$ cat config.mk
export PLATFORM = sky130hd
export DESIGN_NAME = driver_status_flags
export DESIGN_NICKNAME = d
export VERILOG_FILES = /design/src/rtl/pin_sync.v /design/src/rtl/standstill_timer.v /design/src/rtl/driver_status_flags.v
export VERILOG_INCLUDE_DIRS = /design/src /design/src/rtl
export SDC_FILE = /design/constraint.sdc
export NUM_CORES = 1
export LEC_CHECK = 0
export BUFFER_PORTS_ARGS = -buffer_cell sky130_fd_sc_hd__buf_2
export CORE_MARGIN = 1.5
export CORE_UTILIZATION = 59
export DETAILED_ROUTE_END_ITERATION = 6
export PLACE_DENSITY = 0.84
export SYNTH_ARGS = -nofsm -noshare
export SYNTH_HDL_FRONTEND = slang
export SYNTH_SLANG_ARGS = --single-unit
$ cat constraint.sdc
create_clock -name core_clk_i -period 4.9 [get_ports core_clk_i]
set_input_delay 0.49 -clock core_clk_i [delete_from_list [all_inputs] [get_ports core_clk_i]]
set_output_delay 0.49 -clock core_clk_i [all_outputs]
set_load 0.05 [all_outputs]
$ cat src/rtl/driver_status_consts.vh
// Purpose: Constants for the motor driver status word block
// Assumes: 100 MHz core clock, 32-bit APB
// Notes:   Offsets are byte addresses
`ifndef DRIVER_STATUS_CONSTS_VH
`define DRIVER_STATUS_CONSTS_VH

// ****************************************
// Register offsets
// ****************************************
`define OFS_DRIVER_STATUS_WORD 12'h000
`define OFS_IRQ_STATUS         12'h004
`define OFS_IRQ_MASK           12'h008
`define OFS_DRIVER_CONTROL     12'h00C

// ****************************************
// Status word field positions
// ****************************************
`define BIT_STANDSTILL         31
`define BIT_OPEN_LOAD_B        30
`define BIT_OPEN_LOAD_A        29
`define BIT_GROUND_SHORT_B     28
`define BIT_GROUND_SHORT_A     27
`define BIT_TEMP_PREWARN       26
`define BIT_THERMAL_SHUTDOWN   25
`define BIT_STALL              24
`define CUR_SCALE_MSB          20
`define CUR_SCALE_LSB          16
`define BIT_FULL_STEP          15

// ****************************************
// Control register fields and reset values
// ****************************************
`define OFF_TIME_MSB           3
`define OFF_TIME_LSB           0
`define CONTROL_RESET          4'h0
`define IRQ_MASK_RESET         8'h00

// ****************************************
// Timing
// ****************************************
`define STANDSTILL_CYCLES      21'h100000
`define STANDSTILL_CNT_W       21

`endif

$ cat src/rtl/pin_sync.v
// Purpose: Three-stage synchroniser for an asynchronous pin level
// Assumes: Single clock domain, active high async reset
// Notes:   Output changes only when stages two and three agree
`timescale 1ns/1ns
`default_nettype none
module pin_sync (
   // Clock and reset
   input  wire core_clk_i,
   input  wire rst_i,
   input  wire clk_en_i,
   // Pin
   input  wire pin_i,
   output reg  level_o
);
   reg s1_reg;
   reg s2_reg;
   reg s3_reg;

   always @(posedge core_clk_i or posedge rst_i) begin
      if (rst_i) begin
         s1_reg  <= 1'b0;
         s2_reg  <= 1'b0;
         s3_reg  <= 1'b0;
         level_o <= 1'b0;
      end else if (clk_en_i) begin
         s1_reg <= pin_i;
         s2_reg <= s1_reg;
         s3_reg <= s2_reg;
         if (s2_reg == s3_reg) begin
            level_o <= s3_reg;
         end
      end
   end
endmodule // pin_sync
`default_nettype wire

$ cat src/rtl/standstill_timer.v
// Purpose: Counts clocks since the last step pulse
// Assumes: Step pulse is a one-cycle event in the core domain
// Notes:   Saturates so the flag holds until the next step
`timescale 1ns/1ns
`default_nettype none
`include "driver_status_consts.vh"
module standstill_timer #(
   parameter [`STANDSTILL_CNT_W-1:0] LIMIT = `STANDSTILL_CYCLES
) (
   // Clock and reset
   input  wire core_clk_i,
   input  wire rst_i,
   input  wire clk_en_i,
   // Step event and result
   input  wire step_i,
   output reg  standstill_o
);
   reg [`STANDSTILL_CNT_W-1:0] cnt_reg;

   always @(posedge core_clk_i or posedge rst_i) begin
      if (rst_i) begin
         cnt_reg      <= {`STANDSTILL_CNT_W{1'b0}};
         standstill_o <= 1'b0;
      end else if (clk_en_i) begin
         if (step_i) begin
            cnt_reg      <= {`STANDSTILL_CNT_W{1'b0}};
            standstill_o <= 1'b0;
         end else if (cnt_reg != LIMIT) begin
            cnt_reg      <= cnt_reg + {{(`STANDSTILL_CNT_W-1){1'b0}}, 1'b1};
            standstill_o <= (cnt_reg == LIMIT - {{(`STANDSTILL_CNT_W-1){1'b0}}, 1'b1});
         end
      end
   end
endmodule // standstill_timer
`default_nettype wire

$ cat src/rtl/driver_status_flags.v
// Purpose: Status word of a two-phase motor driver, on APB
// Assumes: Detector levels come from analog blocks, asynchronous
// Notes:   Adds event status, mask and a small control register
//
// Notes on behaviour
// - Standstill bit 31 sets 2^20 clocks after the last step pulse.
// - Open load B in bit 30, A in bit 29; informative only.
// - Ground short sets bit 28 (B) or 27 (A), disables driver.
// - Ground-short flags hold until off-time is 0 or disable pin.
// - Bit 26 follows shared overtemperature prewarning.
// - Shutdown bit 25 keeps bridges off until prewarning clears too.
// - Bit 24 reports stall from active load measurement or commutation.
// - Bits 20:16 show the actual current scaling value.
// - Bit 15 is 0 microstepping, 1 in full-step operation.
//
// Added by the designer: the register offsets and register access over APB.
`timescale 1ns/1ns
`default_nettype none
`include "driver_status_consts.vh"
module driver_status_flags #(
   parameter [`STANDSTILL_CNT_W-1:0] STANDSTILL_LIMIT = `STANDSTILL_CYCLES
) (
   // Clock, reset, enable
   input  wire        core_clk_i,
   input  wire        rst_i,
   input  wire        clk_en_i,
   // APB slave
   input  wire        psel_i,
   input  wire        penable_i,
   input  wire        pwrite_i,
   input  wire [11:0] paddr_i,
   input  wire [31:0] pwdata_i,
   output reg  [31:0] prdata_o,
   output reg         pready_o,
   output reg         pslverr_o,
   // Core-side events and values
   input  wire        step_pulse_i,
   input  wire        stall_load_i,
   input  wire        stall_commutation_i,
   input  wire        commutation_mode_i,
   input  wire [4:0]  current_scale_i,
   input  wire        full_step_i,
   // Analog detector pins
   input  wire        open_load_a_pin_i,
   input  wire        open_load_b_pin_i,
   input  wire        ground_short_a_pin_i,
   input  wire        ground_short_b_pin_i,
   input  wire        temp_prewarn_pin_i,
   input  wire        temp_limit_pin_i,
   input  wire        driver_disable_input_i,
   // Outputs
   output reg         bridge_enable_o,
   output reg         irq_o
);

   // ****************************************
   // Pin synchronisers
   // ****************************************
   wire [6:0] pin_raw;
   wire [6:0] pin_sync_lvl;
   assign pin_raw = {driver_disable_input_i, temp_limit_pin_i, temp_prewarn_pin_i,
                     ground_short_b_pin_i, ground_short_a_pin_i,
                     open_load_b_pin_i, open_load_a_pin_i};

   genvar g;
   generate
      for (g = 0; g < 7; g = g + 1) begin : g_sync
         pin_sync u_sync (
            .core_clk_i (core_clk_i),
            .rst_i      (rst_i),
            .clk_en_i   (clk_en_i),
            .pin_i      (pin_raw[g]),
            .level_o    (pin_sync_lvl[g])
         );
      end
   endgenerate

   wire open_load_a;
   wire open_load_b;
   wire short_a_det;
   wire short_b_det;
   wire temp_prewarn;
   wire temp_limit;
   wire drv_disabled_pin;
   assign open_load_a      = pin_sync_lvl[0];
   assign open_load_b      = pin_sync_lvl[1];
   assign short_a_det      = pin_sync_lvl[2];
   assign short_b_det      = pin_sync_lvl[3];
   assign temp_prewarn     = pin_sync_lvl[4];
   assign temp_limit       = pin_sync_lvl[5];
   assign drv_disabled_pin = pin_sync_lvl[6];

   // ****************************************
   // Standstill
   // ****************************************
   wire standstill;
   standstill_timer #(
      .LIMIT (STANDSTILL_LIMIT)
   ) u_standstill (
      .core_clk_i   (core_clk_i),
      .rst_i        (rst_i),
      .clk_en_i     (clk_en_i),
      .step_i       (step_pulse_i),
      .standstill_o (standstill)
   );

   // ****************************************
   // Registers
   // ****************************************
   reg  [3:0]  chopper_off_time_reg;
   reg  [7:0]  irq_mask_reg;
   reg  [7:0]  irq_status_reg;
   reg  [7:0]  irq_status_next;
   reg         ground_short_phase_a_reg;
   reg         ground_short_phase_b_reg;
   reg         thermal_shutdown_flag_reg;
   reg         stall_reg;
   reg  [4:0]  cur_scale_reg;
   reg         full_step_reg;
   reg  [7:0]  flags_prev_reg;

   wire driver_off;
   wire setup_ph;
   wire wr_acc;
   wire rd_acc;
   wire [7:0] flags_now;
   wire [7:0] flag_rise;
   wire [31:0] status_word;

   // Driver counts as disabled by zero off-time or the disable pin
   assign driver_off = (chopper_off_time_reg == 4'h0) || drv_disabled_pin;

   assign setup_ph = psel_i && !penable_i;
   assign wr_acc   = psel_i && penable_i && pready_o && pwrite_i;
   assign rd_acc   = setup_ph && !pwrite_i;

   assign status_word = {standstill, open_load_b, open_load_a,
                         ground_short_phase_b_reg, ground_short_phase_a_reg,
                         temp_prewarn, thermal_shutdown_flag_reg,
                         stall_reg, 3'h0, cur_scale_reg,
                         full_step_reg, 15'h0000};

   assign flags_now = status_word[31:24];
   assign flag_rise = flags_now & ~flags_prev_reg;

   // ****************************************
   // Fault flags and bridge enable
   // ****************************************
   always @(posedge core_clk_i or posedge rst_i) begin
      if (rst_i) begin
         ground_short_phase_a_reg  <= 1'b0;
         ground_short_phase_b_reg  <= 1'b0;
         thermal_shutdown_flag_reg <= 1'b0;
         stall_reg                 <= 1'b0;
         cur_scale_reg             <= 5'h00;
         full_step_reg             <= 1'b0;
         bridge_enable_o           <= 1'b0;
      end else if (clk_en_i) begin
         // Detection wins over the release condition
         if (short_a_det) begin
            ground_short_phase_a_reg <= 1'b1;
         end else if (driver_off) begin
            ground_short_phase_a_reg <= 1'b0;
         end
         if (short_b_det) begin
            ground_short_phase_b_reg <= 1'b1;
         end else if (driver_off) begin
            ground_short_phase_b_reg <= 1'b0;
         end
         // Hysteresis: release only once prewarning has also gone
         if (temp_limit) begin
            thermal_shutdown_flag_reg <= 1'b1;
         end else if (!temp_prewarn) begin
            thermal_shutdown_flag_reg <= 1'b0;
         end
         stall_reg     <= commutation_mode_i ? stall_commutation_i : stall_load_i;
         cur_scale_reg <= current_scale_i;
         full_step_reg <= full_step_i;
         // Open-load flags take no part here: informative only
         bridge_enable_o <= !driver_off && !short_a_det && !short_b_det
                            && !ground_short_phase_a_reg && !ground_short_phase_b_reg
                            && !temp_limit && !thermal_shutdown_flag_reg;
      end
   end

   // ****************************************
   // Event status and interrupt
   // ****************************************
   always @* begin
      irq_status_next = irq_status_reg;
      if (wr_acc && paddr_i == `OFS_IRQ_STATUS) begin
         irq_status_next = irq_status_next & ~pwdata_i[7:0];
      end
      // Set wins over a simultaneous clear
      irq_status_next = irq_status_next | flag_rise;
   end

   always @(posedge core_clk_i or posedge rst_i) begin
      if (rst_i) begin
         irq_status_reg <= 8'h00;
         flags_prev_reg <= 8'h00;
         irq_o          <= 1'b0;
      end else if (clk_en_i) begin
         irq_status_reg <= irq_status_next;
         flags_prev_reg <= flags_now;
         irq_o          <= |(irq_status_next & irq_mask_reg);
      end
   end

   // ****************************************
   // APB slave
   // ****************************************
   // No wait state: data are latched in setup, pready in access
   always @(posedge core_clk_i or posedge rst_i) begin
      if (rst_i) begin
         prdata_o             <= 32'h00000000;
         pready_o             <= 1'b0;
         pslverr_o            <= 1'b0;
         chopper_off_time_reg <= `CONTROL_RESET;
         irq_mask_reg         <= `IRQ_MASK_RESET;
      end else if (clk_en_i) begin
         pready_o  <= setup_ph;
         pslverr_o <= 1'b0;
         if (setup_ph) begin
            case (paddr_i)
               `OFS_DRIVER_STATUS_WORD,
               `OFS_IRQ_STATUS,
               `OFS_IRQ_MASK,
               `OFS_DRIVER_CONTROL: pslverr_o <= 1'b0;
               default:             pslverr_o <= 1'b1;
            endcase
         end
         if (rd_acc) begin
            // Reading never touches a flag
            case (paddr_i)
               `OFS_DRIVER_STATUS_WORD: prdata_o <= status_word;
               `OFS_IRQ_STATUS:         prdata_o <= {24'h000000, irq_status_next};
               `OFS_IRQ_MASK:           prdata_o <= {24'h000000, irq_mask_reg};
               `OFS_DRIVER_CONTROL:     prdata_o <= {28'h0000000, chopper_off_time_reg};
               default:                 prdata_o <= 32'h00000000;
            endcase
         end
         if (wr_acc) begin
            // Status word has no write path
            case (paddr_i)
               `OFS_IRQ_MASK:       irq_mask_reg <= pwdata_i[7:0];
               `OFS_DRIVER_CONTROL: chopper_off_time_reg <= pwdata_i[`OFF_TIME_MSB:`OFF_TIME_LSB];
               default:             irq_mask_reg <= irq_mask_reg;
            endcase
         end
      end
   end

endmodule // driver_status_flags
`default_nettype wire

-- Word-level counts from Yosys, hierarchy flattened
Index checks and enable logic that the tools add are counted.
- flip-flop bits (word level): 124
- bits of input ports: 67
- output and inout bits: 36
- logic and storage cells: 122
- add/sub/neg operators: 1
- equal/unequal tests: 13
- muxes and demuxes: 14
- bitwise operators: 6
- reductions and logical operators: 43
- operator list (operator ; number):
    $pmux W32 S4 ; 1
    $mux W21 ; 2
    $and A8 B8 Y8 ; 3
    $eq A12 B4 Y1 const B ; 2
    $reduce_and A2 Y1 ; 12
    $add A21 B1 Y21 const B ; 1
    $eq A21 B20 Y1 const B ; 1
    $ne A21 B21 Y1 const B ; 1
    $not A8 Y8 ; 2
    $eq A12 B3 Y1 const B ; 1
    $logic_and A1 B1 Y1 ; 12
    $logic_not A12 Y1 ; 1
    $mux W1 ; 10
    $logic_not A1 Y1 ; 9
    $mux W8 ; 1
    $or A8 B8 Y8 ; 1
    $reduce_or A8 Y1 ; 1
    $eq A1 B1 Y1 ; 7
    $reduce_and A3 Y1 ; 2
    $reduce_bool A2 Y1 ; 3
    $logic_not A4 Y1 ; 1
    $reduce_or A4 Y1 ; 1
    $ne A2 B1 Y1 const B ; 1
    $logic_or A1 B1 Y1 ; 1

-- Logic depth before layout (Yosys ltp)
- depth in word-level cells: 9
- mapped depth: 8
- depth with buffers taken out: 7

-- Cells and area by module
A second synthesis with hierarchy kept.
- cells, all modules: 488
- area total of the unflattened synthesis: 5416.4 um^2
- by module, submodules not included (module ; instances ; cells an instance ; area an instance (um^2)):
    driver_status_flags ; 1 ; 260 ; 2984.1
    standstill_timer ; 1 ; 151 ; 1311.3
    pin_sync ; 7 ; 11 ; 160.2

-- Worst setup path after synthesis
Ideal clock, no wire load.
- kind: input -> register
- start point: input port paddr_i[9]
- end point: register irq_mask_reg[0]
- setup time: 0.125 ns
- arrival: 2.103 ns
- data required time: 4.775 ns
- slack: 2.672 ns
- stages: 5
- cell sequence: or4_4 -> nor4_4 -> and4_1 -> buf_6 -> mux2_4
- longest elaborated chain between the ends: 2
- ends and longest elaborated chain (item ; RTL line ; source):
    from (decl) ; driver_status_flags.v:31 ; input wire [11:0] paddr_i,
    $eq A12 B4 Y1 ; driver_status_flags.v:245 ; case (paddr_i)
    $reduce_and A3 Y1 (no line) ; - ;
    to (signal assigned) ; driver_status_flags.v:220 ; irq_mask_reg <= `IRQ_MASK_RESET;
    to (signal assigned) ; driver_status_flags.v:246 ; `OFS_IRQ_MASK: irq_mask_reg <= pwdata_i[7:0];
    to (signal assigned) ; driver_status_flags.v:248 ; default: irq_mask_reg <= irq_mask_reg;
    to (decl) ; driver_status_flags.v:111 ; reg [7:0] irq_mask_reg;
Every way passes these cells.
A chain may end at the register's enable or synchronous reset.

-- Final worst setup path
- start point: register u_standstill.cnt_reg[0]
- end point: register u_standstill.cnt_reg[6]
- longest elaborated chain between the ends: 3
- ends and longest elaborated chain (item ; RTL line ; source):
    from (decl) ; standstill_timer.v:18 ; reg [`STANDSTILL_CNT_W-1:0] cnt_reg;
    from (signal assigned) ; standstill_timer.v:22 ; cnt_reg <= {`STANDSTILL_CNT_W{1'b0}};
    from (signal assigned) ; standstill_timer.v:26 ; cnt_reg <= {`STANDSTILL_CNT_W{1'b0}};
    from (signal assigned) ; standstill_timer.v:29 ; cnt_reg <= cnt_reg + {{(`STANDSTILL_CNT_W-1){1'b0}}, 1'b1};
    $add A21 B1 Y21 / $ne A21 B21 Y1 (equally long branches) ; standstill_timer.v:29, standstill_timer.v:28 ;
    $mux W21 / $reduce_bool A2 Y1 (equally long branches) ; - ;
    $mux W21 / $reduce_and A2 Y1 (equally long branches) ; - ;
Parallel ways exist; a longest one is shown, timed or not. The select of a mux whose other input is x is not followed.

==> impl_metrics.tcl <==
set metrics [dict create \
    status "finished clean" \
    dieArea_um2 9580 \
    ys_ff_latch 114 \
    vias 3929 \
    yosys_warnings 0 \
    place.gp.congestion 0.832 \
    cp_max_fo 16 \
    grt_first_pass_wirelength_um 19000 \
    syn_area_um2 5310 \
    postLayoutCellArea_um2 6270 \
    numPortBuffers 68 \
    numCtsBuffers 17 \
    rsz0062_at_grt "false" \
    wl_um 11500 \
    rr_endpoint "u_standstill.cnt_reg[6]$_DFFE_PP0P_" \
    p_per_area_nw_per_um2 410 \
    ctsHoldBuffers 0 \
    final_cells 659 \
    initial_utilization_pct 60.9 \
    cts_setup_buffers 0 \
    synth_top_cells_by_area "dfrtp_1, mux2_2, a22o_1" \
    syn_inst 466 \
    htree_levels 4 \
    grt_pass1_vias 3948 \
    cellLeakagePower_nw 2.93 \
    tns_ns 0 \
    synth_common_cells "dfrtp_1, mux2_2, nand2_1" \
    antenna_found_initial 0 \
    fin_skew_ns 0.0108 \
    postSynth.asyncResetShare_pct 100 \
    crit_buf_inv 1 \
    dr.pass1.iters 4 \
    routed_via_density 5.96 \
    hpwl_um 7230 \
    die_h_um 97.9 \
    drive_gt1_share_pct 28.7 \
    holdWs_ns 0.146 \
    maxCapViolations 0 \
    ys.flop_type "dfrtp_1" \
    period_share_pct 51.4 \
    synth_most_common_cell "dfrtp_1" \
    path_depth 7 \
    cp_slowest_stage_delay_ns 0.87 \
    crit_end "u_standstill.cnt_reg[6]$_DFFE_PP0P_" \
    cp_common_cell "nor2_1" \
    area_growth_pct 18.0 \
    slew_headroom_pct 26.5 \
    path_cells "inv_1, ha_1, nor4b_1, nand4_1, o21ai_2, nor2_1, nor2_1" \
    worstPathRequired_ns 5.25 \
    multi_input_area_um2 2270 \
    io_pins 103 \
    drc 0 \
    r2r_slack_ns 2.38 \
    slowest_stage "nor2_1" \
    fin_crit_ns 2.52 \
    nets 607 \
    reg2reg_depth 7 \
    diodes 0 \
    grt_remaining_overflow 0 \
    crit_start "u_standstill.cnt_reg[0]$_DFFE_PP0P_" \
    hold_viol 0 \
    final-seq-area_um2 2850 \
    dp.cells 627 \
    cpLargestDelayFamily "simple AND/OR/NAND/NOR gates" \
    synth_edf_count 0 \
    finalSetupViolCount 0 \
    placed_area_um2 5680 \
    vdd_drop_max_mv 0.250 \
    critical_path_class "reg -> reg" \
    clkLatencyLatePin_ns 0.52 \
    wl_per_cell_um 17.4 \
    rr_startpoint "u_standstill.cnt_reg[0]$_DFFE_PP0P_" \
    cp-end-kind "flop" \
    core_um2 8720 \
    grt_util_all_layers_pct 24.9 \
    cts_tree "yes" \
    cts.sinks 114 \
    ys_seq_area_share_pct 53.7 \
    avgSynthCellArea_um2 11.4 \
    fin_util_pct 71.9 \
    ant_nets 0 \
    n_fill_cell 565 \
    post-synth-top-area-cell "dfrtp_1" \
    hold_path_class "in -> async" \
    synth_top_area_share_pct 53.7 \
    die_width_um 97.9 \
    drv_slew 0 \
    clk_pin_slew_worst_paths_ns 0.06 \
    worst_pin_slew_ns 1.10 \
    start_kind "flop" \
    largest_reg_flops 22 \
    fmax_mhz 397 \
    cts-resized-gates 0 \
    root_buffer "clkbuf_8" \
    row_count 34 \
    grt_max_degree 72 \
    drtIter0Drc 239 \
    clockBufferDepth 2 \
    cp.arrival_ns 2.87 \
    ys_types 54 \
]
-- worst min path at each step --
stage          cells past startpoint                              endpoint                                 from
3_5_place_dp                       1              prdata_o[15]$_DFFE_PP0P_            full_step_reg$_DFFE_PP0P_
4_1_cts                            2              prdata_o[19]$_DFFE_PP0P_                                rst_i
5_1_grt                            2          cur_scale_reg[0]$_DFFE_PP0P_                   current_scale_i[0]
6_report                           2  u_standstill.cnt_reg[17]$_DFFE_PP0P_                                rst_i
3_3_place_gp                       2  g_sync[2].u_sync.level_o$_DFFE_PP0P_  g_sync[2].u_sync.s3_reg$_DFFE_PP0P_
2_1_floorplan                      2  g_sync[0].u_sync.level_o$_DFFE_PP0P_  g_sync[0].u_sync.s3_reg$_DFFE_PP0P_
-- cell families (layout without fill, tap and decap cells) --
group	count (synthesis)	count (layout)	synth area share, %
xor+xnor	11	11	1.81
simple gates	133	133	14.7
flops	114	114	53.7
mux	51	51	11.3
fa+ha+maj	2	2	0.471
compound gates	111	111	13.8
other cells	1	10	0.0706
buf+inv	43	119	4.12
-- through the flow --
| stage | power, mW | worst slack, ns |
|---|---|---|
| 2_1_floorplan | 1.31 | 1.39 |
| 3_3_place_gp | 1.36 | 2.21 |
| 3_5_place_dp | 1.39 | 2.19 |
| 4_1_cts | 2.58 | 2.42 |
| 5_1_grt | 2.67 | 2.18 |
| 6_report | 2.57 | 2.38 |
-- routing by layer --
layer	vias to the layer above	wire [um]	global-route usage (%)
li1	1830	-	-
met1	1899	4740	32.1
met2	177	5700	40.5
met3	23	815	6.30
met4	0	196	10.2
met5	-	0	0
-- cell usage in the layout (no fill, tap or decap), types with 3 or more instances in the layout --
| cell type | n |
|---|---|
| buf_2 | 68 |
| mux2_4 | 8 |
| a31oi_1 | 8 |
| o2111ai_1 | 4 |
| a21oi_1 | 27 |
| nand2_1 | 31 |
| nor3_1 | 3 |
| nand4_1 | 5 |
| or3_1 | 5 |
| nor2_1 | 25 |
| clkbuf_16 | 16 |
| clkinvlp_4 | 5 |
| nor4_4 | 3 |
| and3_1 | 4 |
| o21ai_0 | 27 |
| clkinv_4 | 3 |
| inv_6 | 3 |
| nand3_1 | 6 |
| mux2_1 | 4 |
| mux2_2 | 36 |
| a22o_1 | 26 |
| xor2_1 | 7 |
| nor4_1 | 7 |
| mux2i_1 | 3 |
| nor2b_1 | 10 |
| a22oi_1 | 5 |
| conb_1 | 10 |
| nand2b_1 | 8 |
| and4_1 | 5 |
| inv_1 | 16 |
| o211ai_1 | 3 |
| dfrtp_1 | 114 |
| and2_1 | 4 |
| xnor2_1 | 4 |
-- worst register-to-register path, cell delays in order (launching register included) --
cell and delay, ns:
dfrtp_1 0.42, inv_1 0.10, ha_1 0.22, nor4b_1 0.15
nand4_1 0.28, o21ai_2 0.19, nor2_1 0.87, nor2_1 0.13
-- final cells by class --
| class | count | share of cell area, % |
|---|---|---|
| multi-input cells | 318 | 36.3 |
| inverters | 17 | 1.06 |
| clock inverters | 14 | 2.48 |
| clock buffers | 18 | 6.83 |
| well taps | 108 | 2.16 |
| flip-flops and latches | 114 | 45.5 |
| repair buffers | 70 | 5.67 |
-- power by group --
group          leakage (nW)  internal [mW]  total (mW)  switching, mW
clock network         0.270          0.741        1.19          0.451
logic                  1.19          0.114       0.273          0.159
registers              1.47           1.03        1.11         0.0761
Note: power is estimated with default switching activity, not from simulation.
